`src/inc/ndm_pkg.sv`:
```
// Package for the network DMA pointer and address filter block.
// Assumes one 200 MHz clock and a classic Wishbone slave with 32-bit data.
package ndm_pkg;

  // ---------------------------------------------------------------
  // Register word indices (byte address = index * 4)
  // ---------------------------------------------------------------
  localparam logic [5:0] REG_TX_COUNT_LOW = 6'h00;
  localparam logic [5:0] REG_TX_COUNT_HIGH = 6'h01;
  localparam logic [5:0] REG_RX_RING_FIRST_PAGE = 6'h02;
  localparam logic [5:0] REG_RX_RING_LAST_PAGE = 6'h03;
  localparam logic [5:0] REG_RX_RING_GUARD_PAGE = 6'h04;
  localparam logic [5:0] REG_RX_WRITE_PAGE = 6'h05;
  localparam logic [5:0] REG_LOCAL_DMA_ADDR_LOW = 6'h06;
  localparam logic [5:0] REG_LOCAL_DMA_ADDR_HIGH = 6'h07;
  localparam logic [5:0] REG_HOST_XFER_START_LOW = 6'h08;
  localparam logic [5:0] REG_HOST_XFER_START_HIGH = 6'h09;
  localparam logic [5:0] REG_HOST_XFER_COUNT_LOW = 6'h0A;
  localparam logic [5:0] REG_HOST_XFER_COUNT_HIGH = 6'h0B;
  localparam logic [5:0] REG_HOST_XFER_ADDR_LOW = 6'h0C;
  localparam logic [5:0] REG_HOST_XFER_ADDR_HIGH = 6'h0D;
  localparam logic [5:0] REG_CONTROL = 6'h0E;
  localparam logic [5:0] REG_STATUS = 6'h0F;
  localparam logic [5:0] REG_STATION_ADDR_BASE = 6'h10;
  localparam logic [5:0] REG_HASH_FILTER_BASE = 6'h18;
  localparam logic [5:0] REG_ALIGN_ERROR_TALLY = 6'h20;
  localparam logic [5:0] REG_CRC_ERROR_TALLY = 6'h21;
  localparam logic [5:0] REG_LOST_FRAME_TALLY = 6'h22;

  // ---------------------------------------------------------------
  // Field positions and constants
  // ---------------------------------------------------------------
  localparam int CTL_START_BIT = 0;
  localparam int CTL_WORD_BIT = 1;
  localparam int CTL_MONITOR_BIT = 2;
  localparam int CTL_ACCEPT_MCAST_BIT = 3;
  localparam int CTL_PROMISC_BIT = 4;
  localparam int DA_BYTES = 6;
  localparam int HASH_BYTES = 8;
  localparam logic [7:0] TALLY_MAX = 8'hC0;
  localparam logic [7:0] ZERO_BYTE = 8'h00;
  localparam logic [15:0] STEP_WORD = 16'h0002;
  localparam logic [15:0] STEP_BYTE = 16'h0001;
  localparam logic [7:0] PAGE_LOW_BYTE = 8'h00;
  localparam logic [31:0] CRC_POLY = 32'h04C11DB7;
  localparam logic [31:0] CRC_INIT = 32'hFFFFFFFF;
  localparam logic [5:0] DA_BIT_LAST = 6'h2F;

  // ---------------------------------------------------------------
  // Bus and link carriers
  // ---------------------------------------------------------------
  typedef struct packed {
    logic cyc;
    logic stb;
    logic we;
    logic [3:0] sel;
    logic [7:0] adr;
    logic [31:0] dat;
  } ndm_wb_req_t;

  // Receive link events from the serial front end
  typedef struct packed {
    logic frame_start;
    logic da_bit_valid;
    logic da_bit;
    logic frame_end;
    logic align_err;
    logic crc_err;
    logic rx_err;
  } ndm_rx_ev_t;

  // Local DMA events from the buffer engine
  typedef struct packed {
    logic tx_start;
    logic rx_start;
    logic byte_done;
    logic page_cross;
  } ndm_ldma_ev_t;

  typedef enum logic [1:0] {
    HX_IDLE = 2'b00,
    HX_RUN = 2'b01
  } ndm_hx_state_t;

endpackage

```
`src/hw/ndm_core.sv`:
```
// Network DMA pointers, station address filter, hash filter and tally counters.
// Assumes a Wishbone master, a serial receive front end and a buffer engine on clk_i.
//
// How it works
// - transmit length is 16 bits from low and high byte registers.
// - full 16-bit count is sent; nothing truncates long frames.
// - ring pages are 256 bytes; registers hold address bits 15-8 only.
// - next page equal to guard page aborts the local DMA.
// - write page marks reception start; receive error restores pointer from it.
// - current local DMA address readable as high and low bytes.
// - host transfer start address loads from low and high byte registers.
// - host transfer address steps two per word, one per byte.
// - host transfer count falls two per word, one per byte.
// - host transfer count is high byte register joined above low byte register.
// - current host transfer address readable as high and low bytes.
// - destination compared byte-wise with six station address registers.
// - first destination bit is the group indicator; bits arrive LSB first.
// - destination bits go through CRC; top six bits latched as hash.
// - hash decodes one of 64 filter bits; set bit accepts multicast.
// - filter bit k is bit k mod 8 of hash register k div 8.
// - three 8-bit tallies saturate at 192 and never wrap.
// - reading a tally clears it.
// - alignment tally counts recognised frames with alignment error.
// - CRC tally counts recognised frames with CRC error.
// - lost tally counts recognised frames lost for buffers or received in monitor.
//
// Our own choices: the Wishbone slave port and the address map.
`timescale 1ns/100ps
module ndm_core (
  input wire logic clk_i,
  input wire logic rst_i,
  input wire ndm_pkg::ndm_wb_req_t wb_i,
  output logic [31:0] wb_dat_o,
  output logic wb_ack_o,
  input wire ndm_pkg::ndm_rx_ev_t rx_i,
  input wire ndm_pkg::ndm_ldma_ev_t ldma_i,
  input wire logic no_buffer_i,
  input wire logic hx_step_i,
  output logic [15:0] local_addr_o,
  output logic local_abort_o,
  output logic [15:0] tx_len_o,
  output logic [15:0] hx_addr_o,
  output logic hx_busy_o,
  output logic frame_accept_o
);
  import ndm_pkg::*;

  // ---------------------------------------------------------------
  // State
  // ---------------------------------------------------------------
  typedef struct packed {
    logic [31:0] rdat;
    logic ack;
    logic [15:0] tx_count;
    logic [7:0] first_page;
    logic [7:0] last_page;
    logic [7:0] guard_page;
    logic [7:0] write_page;
    logic [15:0] local_addr;
    logic abort;
    logic [15:0] hx_start;
    logic [15:0] hx_count;
    logic [15:0] hx_addr;
    ndm_hx_state_t hx_state;
    logic busy;
    logic [7:0] control;
    logic [DA_BYTES*8-1:0] station;
    logic [HASH_BYTES*8-1:0] hash_bits;
    logic [7:0] align_tally;
    logic [7:0] crc_tally;
    logic [7:0] lost_tally;
    logic [47:0] da_shift;
    logic [5:0] da_cnt;
    logic da_done;
    logic [31:0] crc;
    logic [5:0] hash;
    logic group;
    logic recognised;
  } ndm_state_t;

  ndm_state_t s_r;
  ndm_state_t s_nxt;

  // ---------------------------------------------------------------
  // Helpers
  // ---------------------------------------------------------------
  // Saturating increment used by all three tallies
  function automatic logic [7:0] tally_inc(input logic [7:0] v);
    tally_inc = (v >= TALLY_MAX) ? TALLY_MAX : v + 8'h01;
  endfunction

  // Byte lane 0 write strobe for one word index
  function automatic logic wr_hit(input ndm_wb_req_t r, input logic [5:0] idx);
    wr_hit = r.cyc && r.stb && r.we && r.sel[0] && (r.adr[7:2] == idx);
  endfunction

  function automatic logic [31:0] crc_step(input logic [31:0] c, input logic b);
    crc_step = {c[30:0], 1'b0} ^ ((c[31] ^ b) ? CRC_POLY : 32'h00000000);
  endfunction

  logic new_req;
  logic [5:0] ridx;
  logic [7:0] rbyte;
  logic [15:0] hx_step;
  logic [7:0] next_page;
  logic station_hit;
  logic hash_hit;
  logic [31:0] crc_last;

  assign new_req = wb_i.cyc && wb_i.stb && !s_r.ack;
  assign ridx = wb_i.adr[7:2];
  assign hx_step = s_r.control[CTL_WORD_BIT] ? STEP_WORD : STEP_BYTE;
  assign crc_last = crc_step(s_r.crc, rx_i.da_bit);

  // ---------------------------------------------------------------
  // Read mux
  // ---------------------------------------------------------------
  always_comb begin
    rbyte = ZERO_BYTE;
    if (ridx >= REG_STATION_ADDR_BASE && ridx < REG_STATION_ADDR_BASE + 6'(DA_BYTES)) begin
      rbyte = s_r.station[8*(ridx - REG_STATION_ADDR_BASE) +: 8];
    end else if (ridx >= REG_HASH_FILTER_BASE && ridx < REG_HASH_FILTER_BASE + 6'(HASH_BYTES)) begin
      rbyte = s_r.hash_bits[8*(ridx - REG_HASH_FILTER_BASE) +: 8];
    end else begin
      unique case (ridx)
        REG_TX_COUNT_LOW: rbyte = s_r.tx_count[7:0];
        REG_TX_COUNT_HIGH: rbyte = s_r.tx_count[15:8];
        REG_RX_RING_FIRST_PAGE: rbyte = s_r.first_page;
        REG_RX_RING_LAST_PAGE: rbyte = s_r.last_page;
        REG_RX_RING_GUARD_PAGE: rbyte = s_r.guard_page;
        REG_RX_WRITE_PAGE: rbyte = s_r.write_page;
        REG_LOCAL_DMA_ADDR_LOW: rbyte = s_r.local_addr[7:0];
        REG_LOCAL_DMA_ADDR_HIGH: rbyte = s_r.local_addr[15:8];
        REG_HOST_XFER_START_LOW: rbyte = s_r.hx_start[7:0];
        REG_HOST_XFER_START_HIGH: rbyte = s_r.hx_start[15:8];
        REG_HOST_XFER_COUNT_LOW: rbyte = s_r.hx_count[7:0];
        REG_HOST_XFER_COUNT_HIGH: rbyte = s_r.hx_count[15:8];
        REG_HOST_XFER_ADDR_LOW: rbyte = s_r.hx_addr[7:0];
        REG_HOST_XFER_ADDR_HIGH: rbyte = s_r.hx_addr[15:8];
        REG_CONTROL: rbyte = s_r.control;
        REG_STATUS: rbyte = {5'h00, s_r.group, s_r.abort, s_r.hx_state == HX_RUN};
        REG_ALIGN_ERROR_TALLY: rbyte = s_r.align_tally;
        REG_CRC_ERROR_TALLY: rbyte = s_r.crc_tally;
        REG_LOST_FRAME_TALLY: rbyte = s_r.lost_tally;
        default: rbyte = ZERO_BYTE;
      endcase
    end
  end

  // Next page with wrap back to first when the page after the current one is the last page
  assign next_page = (s_r.local_addr[15:8] + 8'h01 == s_r.last_page) ? s_r.first_page
                     : s_r.local_addr[15:8] + 8'h01;
  assign station_hit = (s_r.da_shift == s_r.station);
  assign hash_hit = s_r.hash_bits[s_r.hash];

  // ---------------------------------------------------------------
  // Next state
  // ---------------------------------------------------------------
  always_comb begin
    logic rd_tally;
    logic recog;
    rd_tally = 1'b0;
    recog = 1'b0;
    s_nxt = s_r;
    s_nxt.ack = new_req;
    if (new_req && !wb_i.we) begin
      s_nxt.rdat = {24'h000000, rbyte};
    end
    // Start clears first, so a written one stands for exactly one cycle
    s_nxt.control[CTL_START_BIT] = 1'b0;
    // Register writes
    if (new_req) begin
      if (wr_hit(wb_i, REG_TX_COUNT_LOW)) s_nxt.tx_count[7:0] = wb_i.dat[7:0];
      if (wr_hit(wb_i, REG_TX_COUNT_HIGH)) s_nxt.tx_count[15:8] = wb_i.dat[7:0];
      if (wr_hit(wb_i, REG_RX_RING_FIRST_PAGE)) s_nxt.first_page = wb_i.dat[7:0];
      if (wr_hit(wb_i, REG_RX_RING_LAST_PAGE)) s_nxt.last_page = wb_i.dat[7:0];
      if (wr_hit(wb_i, REG_RX_RING_GUARD_PAGE)) s_nxt.guard_page = wb_i.dat[7:0];
      if (wr_hit(wb_i, REG_RX_WRITE_PAGE)) s_nxt.write_page = wb_i.dat[7:0];
      if (wr_hit(wb_i, REG_HOST_XFER_START_LOW)) s_nxt.hx_start[7:0] = wb_i.dat[7:0];
      if (wr_hit(wb_i, REG_HOST_XFER_START_HIGH)) s_nxt.hx_start[15:8] = wb_i.dat[7:0];
      if (wr_hit(wb_i, REG_HOST_XFER_COUNT_LOW)) s_nxt.hx_count[7:0] = wb_i.dat[7:0];
      if (wr_hit(wb_i, REG_HOST_XFER_COUNT_HIGH)) s_nxt.hx_count[15:8] = wb_i.dat[7:0];
      if (wr_hit(wb_i, REG_CONTROL)) s_nxt.control = wb_i.dat[7:0];
      for (int i = 0; i < DA_BYTES; i++) begin
        if (wr_hit(wb_i, REG_STATION_ADDR_BASE + 6'(i))) s_nxt.station[8*i +: 8] = wb_i.dat[7:0];
      end
      for (int i = 0; i < HASH_BYTES; i++) begin
        if (wr_hit(wb_i, REG_HASH_FILTER_BASE + 6'(i))) s_nxt.hash_bits[8*i +: 8] = wb_i.dat[7:0];
      end
    end
    // Host transfer engine
    unique case (s_r.hx_state)
      HX_IDLE: begin
        if (s_r.control[CTL_START_BIT]) begin
          s_nxt.hx_addr = s_r.hx_start;
          s_nxt.hx_state = (s_r.hx_count == 16'h0000) ? HX_IDLE : HX_RUN;
        end
      end
      HX_RUN: begin
        if (hx_step_i) begin
          s_nxt.hx_addr = s_r.hx_addr + hx_step;
          // Odd count in word mode ends without wrapping below zero
          s_nxt.hx_count = (s_r.hx_count <= hx_step) ? 16'h0000 : s_r.hx_count - hx_step;
          if (s_r.hx_count <= hx_step) s_nxt.hx_state = HX_IDLE;
        end
      end
    endcase
    s_nxt.busy = (s_nxt.hx_state == HX_RUN);
    // Local DMA pointer
    if (ldma_i.tx_start) begin
      s_nxt.local_addr = {s_r.local_addr[15:8], PAGE_LOW_BYTE};
      s_nxt.abort = 1'b0;
    end
    if (ldma_i.rx_start) begin
      s_nxt.local_addr = {s_r.write_page, PAGE_LOW_BYTE};
      s_nxt.abort = 1'b0;
    end else if (ldma_i.page_cross && !s_r.abort) begin
      if (next_page == s_r.guard_page) begin
        s_nxt.abort = 1'b1;
      end else begin
        s_nxt.local_addr = {next_page, PAGE_LOW_BYTE};
      end
    end else if (ldma_i.byte_done && !s_r.abort) begin
      s_nxt.local_addr = s_r.local_addr + 16'h0001;
    end
    // Receive error rewinds to the first page of the frame
    if (rx_i.rx_err) begin
      s_nxt.local_addr = {s_r.write_page, PAGE_LOW_BYTE};
    end else if (rx_i.frame_end && !rx_i.crc_err && !s_r.abort && !s_r.control[CTL_MONITOR_BIT]) begin
      // Good frame: commit the page after the one in use
      s_nxt.write_page = next_page;
    end
    // Destination address capture and hash
    if (rx_i.frame_start) begin
      s_nxt.da_cnt = 6'h00;
      s_nxt.da_done = 1'b0;
      s_nxt.crc = CRC_INIT;
      s_nxt.recognised = 1'b0;
    end else if (rx_i.da_bit_valid && !s_r.da_done) begin
      s_nxt.da_shift = {rx_i.da_bit, s_r.da_shift[47:1]};
      if (s_r.da_cnt == 6'h00) s_nxt.group = rx_i.da_bit;
      s_nxt.crc = crc_last;
      s_nxt.da_cnt = s_r.da_cnt + 6'h01;
      if (s_r.da_cnt == DA_BIT_LAST) begin
        s_nxt.hash = crc_last[31:26];
        s_nxt.da_done = 1'b1;
      end
    end
    recog = s_r.da_done && (s_r.group ? (s_r.control[CTL_ACCEPT_MCAST_BIT] && hash_hit)
                                       : (station_hit || s_r.control[CTL_PROMISC_BIT]));
    s_nxt.recognised = rx_i.frame_start ? 1'b0 : recog;
    // Tallies: event beats clear in the same cycle
    if (new_req && !wb_i.we) begin
      if (ridx == REG_ALIGN_ERROR_TALLY) s_nxt.align_tally = ZERO_BYTE;
      if (ridx == REG_CRC_ERROR_TALLY) s_nxt.crc_tally = ZERO_BYTE;
      if (ridx == REG_LOST_FRAME_TALLY) s_nxt.lost_tally = ZERO_BYTE;
    end
    rd_tally = new_req && !wb_i.we;
    if (rx_i.frame_end && recog) begin
      if (rx_i.align_err) begin
        s_nxt.align_tally = tally_inc((rd_tally && ridx == REG_ALIGN_ERROR_TALLY) ? ZERO_BYTE
                                      : s_r.align_tally);
      end
      if (rx_i.crc_err) begin
        s_nxt.crc_tally = tally_inc((rd_tally && ridx == REG_CRC_ERROR_TALLY) ? ZERO_BYTE
                                    : s_r.crc_tally);
      end
      if (s_r.control[CTL_MONITOR_BIT] || no_buffer_i) begin
        s_nxt.lost_tally = tally_inc((rd_tally && ridx == REG_LOST_FRAME_TALLY) ? ZERO_BYTE
                                     : s_r.lost_tally);
      end
    end
  end

  // ---------------------------------------------------------------
  // Registers
  // ---------------------------------------------------------------
  always_ff @(posedge clk_i) begin
    if (rst_i) begin
      s_r <= '0;
    end else begin
      s_r <= s_nxt;
    end
  end

  assign wb_dat_o = s_r.rdat;
  assign wb_ack_o = s_r.ack;
  assign local_addr_o = s_r.local_addr;
  assign local_abort_o = s_r.abort;
  assign tx_len_o = s_r.tx_count;
  assign hx_addr_o = s_r.hx_addr;
  assign hx_busy_o = s_r.busy;
  assign frame_accept_o = s_r.recognised;
endmodule // ndm_core

```
`config.mk`:
```
export PLATFORM = sky130hd
export DESIGN_NAME = ndm_core
export DESIGN_NICKNAME = d
export VERILOG_FILES = /design/src/inc/ndm_pkg.sv /design/src/hw/ndm_core.sv
export SDC_FILE = /design/constraint.sdc
export NUM_CORES = 1
export LEC_CHECK = 0
export ABC_AREA = 1
export BUFFER_PORTS_ARGS = -buffer_cell sky130_fd_sc_hd__buf_2
export CORE_ASPECT_RATIO = 1.75
export CORE_UTILIZATION = 55
export DETAILED_ROUTE_END_ITERATION = 10
export GPL_TIMING_DRIVEN = 0
export PLACE_DENSITY = 0.85
export SETUP_SLACK_MARGIN = 0.1
export SLEW_MARGIN = 10
export SYNTH_ARGS = -nofsm -noshare
export SYNTH_HDL_FRONTEND = slang
export SYNTH_SLANG_ARGS = --single-unit
```
`constraint.sdc`:
```
create_clock -name clk_i -period 2.3 [get_ports clk_i]
set_input_delay 0.46 -clock clk_i [delete_from_list [all_inputs] [get_ports clk_i]]
set_output_delay 0.46 -clock clk_i [all_outputs]
set_load 0.01 [all_outputs]
```
==> results of run 1 <==
-- through the flow --
| stage | setup TNS [ns] | instance area, um2 | setup WS (ns) | utilization [%] |
|---|---|---|---|---|
| 2_1_floorplan | 0 | 19400 | 0.102 | - |
| 3_3_place_gp | -117.06 | 20400 | -1.14 | 59.1 |
| 3_5_place_dp | -122.34 | 20400 | -1.16 | 59.1 |
| 4_1_cts | -4.69 | 22800 | -0.254 | 65.9 |
| 5_1_grt | -14.01 | 24100 | -0.516 | 69.6 |
| 6_report | -9.66 | 24100 | -0.390 | 69.6 |
-- path summary, 6_finish.rpt --
check,endpoint,cells after the start
max reg2reg,local_addr_o[14]$_SDFFE_PP0P_,19
max,local_addr_o[14]$_SDFFE_PP0P_,19
min,local_abort_o$_SDFF_PP0_,2
min reg2reg,s_r[32]$_SDFFE_PP0P_,2
-- registers in the layout, indices dropped and copies added (netlist names) --
name / count
tx_len_o: 16
local_abort_o: 1
local_addr_o: 16
s_r: 304
wb_ack_o: 1
frame_accept_o: 1
hx_busy_o: 1
hx_addr_o: 16
wb_dat_o: 8
-- cell families (layout without fill, tap and decap cells) --
logic type / after synthesis / count (layout)
AO/OA/AOI/OAI: 919 / 919
XOR/XNOR: 48 / 48
adder cells (fa/ha/maj): 18 / 18
buffers and inverters: 553 / 785
flip-flops: 364 / 364
other: 1 / 25
AND/OR/NAND/NOR: 866 / 866
-- routing by layer --
metal / vias up / track usage, %
met5: - / 0
met4: 0 / 43.4
met3: 509 / 8.56
met2: 1361 / 75.0
met1: 10300 / 45.6
li1: 9800 / -
-- repair_timing --
action / in CTS / in global routing
hold buffers: 0 / 0
buffers inserted: 34 / 42
endpoints found under the setup margin: 178 / 177
cloned: 2 / 4
pin swaps: 56 / 92
hold endpoints to repair: 0 / 0
resized for setup: 206 / 287
-- synthesized netlist by cell type, drive strengths merged, types with 2 or more instances --
master   count  area (um2)
o2111ai      2        17.5
buf         94         686
nor3b        3        27.5
o41ai        2        17.5
nor2       252        1050
a31oi       17         106
nand4       35         219
a211oi      29         218
o22ai       57         357
nand2      368        1410
a22oi        2        15.0
nor4        16         100
a2111oi      5        43.8
or2         11        68.8
a21oi      355        1780
o21ai      361        1810
fa           2        40.0
xor2        44         385
ha          16         200
o211ai      25         188
o311ai       3        26.3
clkinv      12        45.0
a41oi        4        35.0
nand3      136         718
xnor2        4        35.0
a221oi      41         359
inv        326        1220
a311oi       3        26.3
nor3        38         190
and3         3        18.8
clkbuf     121         454
o221ai       6        52.6
dfxtp      364        7290
-- worst reg2reg max path: stages, from the launching register on --
cell,delay (ns)
dfxtp_4,0.37
buf_6,0.13
buf_4,0.15
nand3_2,0.12
o21ai_1,0.28
nand3_2,0.14
nand2_4,0.13
nor2_8,0.06
nand3_4,0.13
nand2_1,0.09
nand3_1,0.09
nand2_1,0.06
inv_1,0.06
nand2_2,0.07
nor2_4,0.12
nand2_4,0.10
buf_8,0.17
nand2_8,0.11
nand3_2,0.09
a21oi_2,0.14
-- report_power, final --
group	leakage [uW]	switching, uW	total, uW	internal (uW)
Sequential	0.00296	103	6530	6430
Clock	0.000637	2740	6650	3910
Combinational	0.00604	1070	1540	467
Total	0.00964	3920	14700	10800
-- cell type report --
class | instances | area [um2]
Multi-Input combinational cell | 1875 | 11000
Fill cell | 2911 | 10500
Sequential cell | 364 | 7310
Buffer | 215 | 1320
Inverter | 338 | 1320
Timing Repair Buffer | 168 | 1190
Clock buffer | 45 | 997
Tap cell | 460 | 576
Clock inverter | 18 | 309
Timing Repair inverter | 1 | 8.76
Antenna cell | 1 | 2.50
==> out/qor.csv, run 1 <==
metric,value,unit
critPathArrivalTime,3.17,ns
core_area,34600,um2
cp-start-kind,flip-flop,
worstReg2RegStart,local_addr_o[9]$_SDFFE_PP0P_,
finalHoldViolCount,0,
m1WireLength,27.0,mm
rsz0062_at_grt,yes,
clock_latency,0.56,ns
dr.pass1.iters,6,
synthAdderAreaFrac,1.24,%
crit_fanout,8,
synth_compound_area_share,26.5,%
finalWorstSetupSlack,-0.390,ns
wl_met3,7.13,mm
critPathRequiredTime,2.78,ns
synth_simple_gate_area_share,19.9,%
muxShareOfSynthArea,0,%
path_buf_inv,4,
nets,3079,
grt_max_degree,17,
io_pins,146,
syn_inst,2769,
final_cell_mix,"dfxtp_1, a21oi_1, o21ai_0",
leakage,0.00964,uW
cts_tree,built,
crit_chain,buf_6 > buf_4 > nand3_2 > o21ai_1 > nand3_2 > nand2_4 > nor2_8 > nand3_4 > nand2_1 > nand3_1 > nand2_1 > inv_1 > nand2_2 > nor2_4 > nand2_4 > buf_8 > nand2_8 > nand3_2 > a21oi_2,
grt_use_total,44.8,%
crit_path_frequent_cell,nand3_2,
die_y,250,um
crit_slowest_cell,dfxtp_4,
clock_sinks,364,
dieArea,35900,um2
path_class,flip-flop to flip-flop,
total_power,14700,uW
hold_path.class,input port to flip-flop,
grt_pass1_wl,119,mm
die_w,144,um
finalMaxSlewViolations,0,
violations,negative setup slack,
top_layer,met4,
routed-wl-met2,39.4,mm
gr-total-overflow,0,
ys_async_sr_fraction,0,%
area_growth,24.6,%
h-tree-depth,2,
irDropWorstVdd,0.520,mV
fin_skew,0.0216,ns
dp_hpwl,59.5,mm
cap_violations,0,
cp_top_family,simple AND/OR/NAND/NOR gates,
numCtsBuffers,36,
viasPerCell,6.30,
cpPeakStageDelay,0.37,ns
final_common_cell,dfxtp_1,
synthXorXnorAreaFrac,2.18,%
placed_cells,3340,
max_freq,0.372,GHz
port_buffers,88,
slew_headroom,18.6,%
rows,90,
synthFlopType,dfxtp_1,
tightest_slew,1.22,ns
cts.path.max_buffers,3,
num_vias,21900,
synth_seq_cells,364,
critPathCaptureType,flip-flop,
synth_area,19300,um2
synth_top_family_by_area,compound AO/OA/AOI/OAI gates,
synth.avg_cell_area,6.97,um2
r2r_setup_slack,-0.39,ns
grt_pass1_vias,20500,
synth_warnings,0,
post-route-period-util,117,%
antenna_found_initial,1,
gp_congestion,1.02,
whs,0.0889,ns
critPathLaunch,local_addr_o[9]$_SDFFE_PP0P_,
wl_per_cell,23.9,um
post-route-min-period,2.69,ns
cts_root_buffer,clkbuf_16,
clkTransAtPathRegs,0.06,ns
stdcell_count,3485,
synth_cell_types,59,
hp-start,ldma_i[2],
start_util,55.8,%
final-setup-viol-count,43,
status,finished with violations,
ys_seq_area_share,37.8,%
synth_edf_count,0,
drc,0,
routed_wl,83.2,mm
drive_gt1_share,22.3,%
ant_nets,0,
drtIter0Drc,2154,
p_per_area,612,nW/um2
Note: power is estimated with default switching activity, not from simulation.
==> run 2, diff against run 1 <==
--- a/config.mk
+++ b/config.mk
@@ -7,8 +7,9 @@
 export LEC_CHECK = 0
 export ABC_AREA = 1
 export BUFFER_PORTS_ARGS = -buffer_cell sky130_fd_sc_hd__buf_2
-export CORE_ASPECT_RATIO = 1.75
+export CORE_ASPECT_RATIO = 1.25
 export CORE_UTILIZATION = 55
+export CTS_CLUSTER_DIAMETER = 80
 export DETAILED_ROUTE_END_ITERATION = 10
 export GPL_TIMING_DRIVEN = 0
 export PLACE_DENSITY = 0.85
==> out/qor.csv, run 2 (synthesized netlist as in run 1, its figures left out) <==
metric,value,unit,change
status,finished with violations,,
violations,negative setup slack,,
grt_max_degree,15,,-2
hold_path.class,input port to flip-flop,,
nets,3074,,-0.16%
post-route-min-period,2.64,ns,-0.0539 ns
tightest_slew,1.11,ns,-0.110 ns
regMostFlops,s_r,,
critPathArrivalTime,3.13,ns,-0.04 ns
fin_skew,0.0174,ns,-0.00416 ns
whs,0.0717,ns,-0.0173 ns
slew_headroom,26.2,%,+7.6 points
cp-start-kind,flip-flop,,
antenna_found_initial,0,,-1
critPathRequiredTime,2.79,ns,about the same
dieArea,35800,um2,about the same
area_growth,22.5,%,
rows,76,,-16%
cp_top_family,simple AND/OR/NAND/NOR gates,,
placed_cells,3348,,+0.24%
fillers,2932,,+0.72%
dr.pass1.iters,8,,+2
grt_pass1_wl,113,mm,-5.4%
drc,0,,unchanged
clkTransAtPathRegs,0.06,ns,about the same
io_pins,146,,unchanged
clock_latency,0.58,ns,+0.02 ns
finalWorstSetupSlack,-0.336,ns,+0.0539 ns
crit_fanout,8,,unchanged
critPathCaptureType,flip-flop,,
post-route-period-util,115,%,-2.3 points
start_util,55.9,%,+0.085 points
insertedDiodeCount,0,,-1
ant_nets,0,,unchanged
rsz0062_at_grt,yes,,
wl_per_cell,22.1,um,-7.4%
num_vias,21500,,-1.8%
postCtsHoldBufs,0,,unchanged
cts.path.max_buffers,3,,unchanged
cts_root_buffer,clkbuf_16,,
finalSetupTns,-9.01,ns,+0.642 ns
drive_gt1_share,20.4,%,-1.9 points
finalHoldViolCount,0,,unchanged
die_w,170,um,+18%
crit_chain,ha_4 > inv_4 > nor2_4 > nand2_1 > nand2_1 > nand2_2 > nor2_4 > nor2_8 > nand3_4 > nand2_2 > nand2_4 > nand2_1 > nand2_1 > nand2_1 > nor2_2 > nand2_4 > nor2_4 > nand3_1 > a21oi_1,,
drtIter0Drc,2295,,+6.5%
stdcell_area,23600,um2,-1.7%
grt_use_total,41.5,%,-3.2 points
cap_violations,0,,unchanged
stdcell_count,3491,,+0.17%
path_class,flip-flop to flip-flop,,
crit_slowest_cell,dfxtp_4,,
clock_sinks,364,,unchanged
core_area,34500,um2,-0.15%
irDropWorstVdd,0.530,mV,+1.8%
gr-total-overflow,0,,unchanged
cts_tree,built,,
final_common_cell,dfxtp_1,,
grt_pass1_vias,19700,,-3.7%
final-setup-viol-count,44,,+2.3%
placed_area,20500,um2,about the same
leakage,0.00941,uW,-2.4%
pre_cts_ws,-1.04,ns,+0.118 ns
port_buffers,88,,unchanged
cpPeakStageDelay,0.40,ns,+0.03 ns
max_freq,0.379,GHz,+2.0%
numCtsBuffers,38,,+5.6%
p_per_area,613,nW/um2,+0.20%
final_cell_mix,"dfxtp_1, a21oi_1, o21ai_0",,
h-tree-depth,2,,unchanged
viasPerCell,6.17,,-2.0%
crit_path_frequent_cell,nand2_1,,
largest_register_ffs,304,,unchanged
finalMaxSlewViolations,0,,unchanged
path_buf_inv,1,,-3
dp_hpwl,55.2,mm,-7.2%
gp_congestion,1.04,,+1.8%
die_y,211,um,-15%
routed_wl,77.2,mm,-7.2%
## run 2: changes by cell type in the layout (fill, tap and decap cells not counted), sizes merged
cell / change
bufinv: -4
clkinvlp: +2
diode: -1
clkbuf: +21
buf: -17
inv: -2
clkinv: -1
## run 2: repair_timing
item                       CTS  global route
gates cloned                 5             0
resized for setup          228           181
buffers inserted            40            30
setup endpoints to repair  135           144
pin swaps                   56            61
## run 2: worst register-to-register path, delay by kind of cell, from the launching register on
family          cells  cell delay [ns]
compound gates      1             0.14
fa+ha+maj           1             0.20
simple gates       16             1.78
flops               1             0.40
buf+inv             1             0.06
## run 2: per-stage QoR
stage	total power [uW]	util (%)
floorplan	7440	-
CTS	14400	66.3
finish	14500	68.5
global route	14800	68.5
global placement	7860	59.3
detailed placement	7890	59.3
## run 2: final timing paths
| kind | from | end | slack [ns] | cells past startpoint |
|---|---|---|---|---|
| max | local_addr_o[9]$_SDFFE_PP0P_ | local_addr_o[7]$_SDFF_PP0_ | -0.34 | 19 |
| min | ldma_i[2] | local_abort_o$_SDFF_PP0_ | 0.07 | 2 |
| max reg2reg | local_addr_o[9]$_SDFFE_PP0P_ | local_addr_o[7]$_SDFF_PP0_ | -0.34 | 19 |
| min reg2reg | s_r[25]$_SDFFE_PP0P_ | s_r[25]$_SDFFE_PP0P_ | 0.46 | 2 |
## run 2: final cells by class
cell class                      instances  area [um2]  share of cell area [%]
Buffer                                215        1310                    5.55
Clock buffer                           56        1100                    4.65
Clock inverter                         13         186                   0.789
Inverter                              338        1300                    5.51
Multi-Input combinational cell       1875       10700                    45.5
Sequential cell                       364        7320                    31.0
Tap cell                              468         586                    2.48
Timing Repair Buffer                  161        1080                    4.57
Timing Repair inverter                  1        7.51                  0.0318
## run 2: metal layers
metal	vias to the layer above	track usage, %	share of wire [%]
li1	9809	-	-
met1	10000	47.9	36
met2	1343	67.6	46
met3	384	7.50	9.4
met4	0	33.5	9.2
met5	-	0	0
## run 2: report_power, final
group          switching (uW)  total, uW  internal, uW  leakage, uW
Sequential               99.8       6520          6430      0.00296
Combinational            1010       1470           450      0.00582
Clock                    2800       6500          3710     0.000625
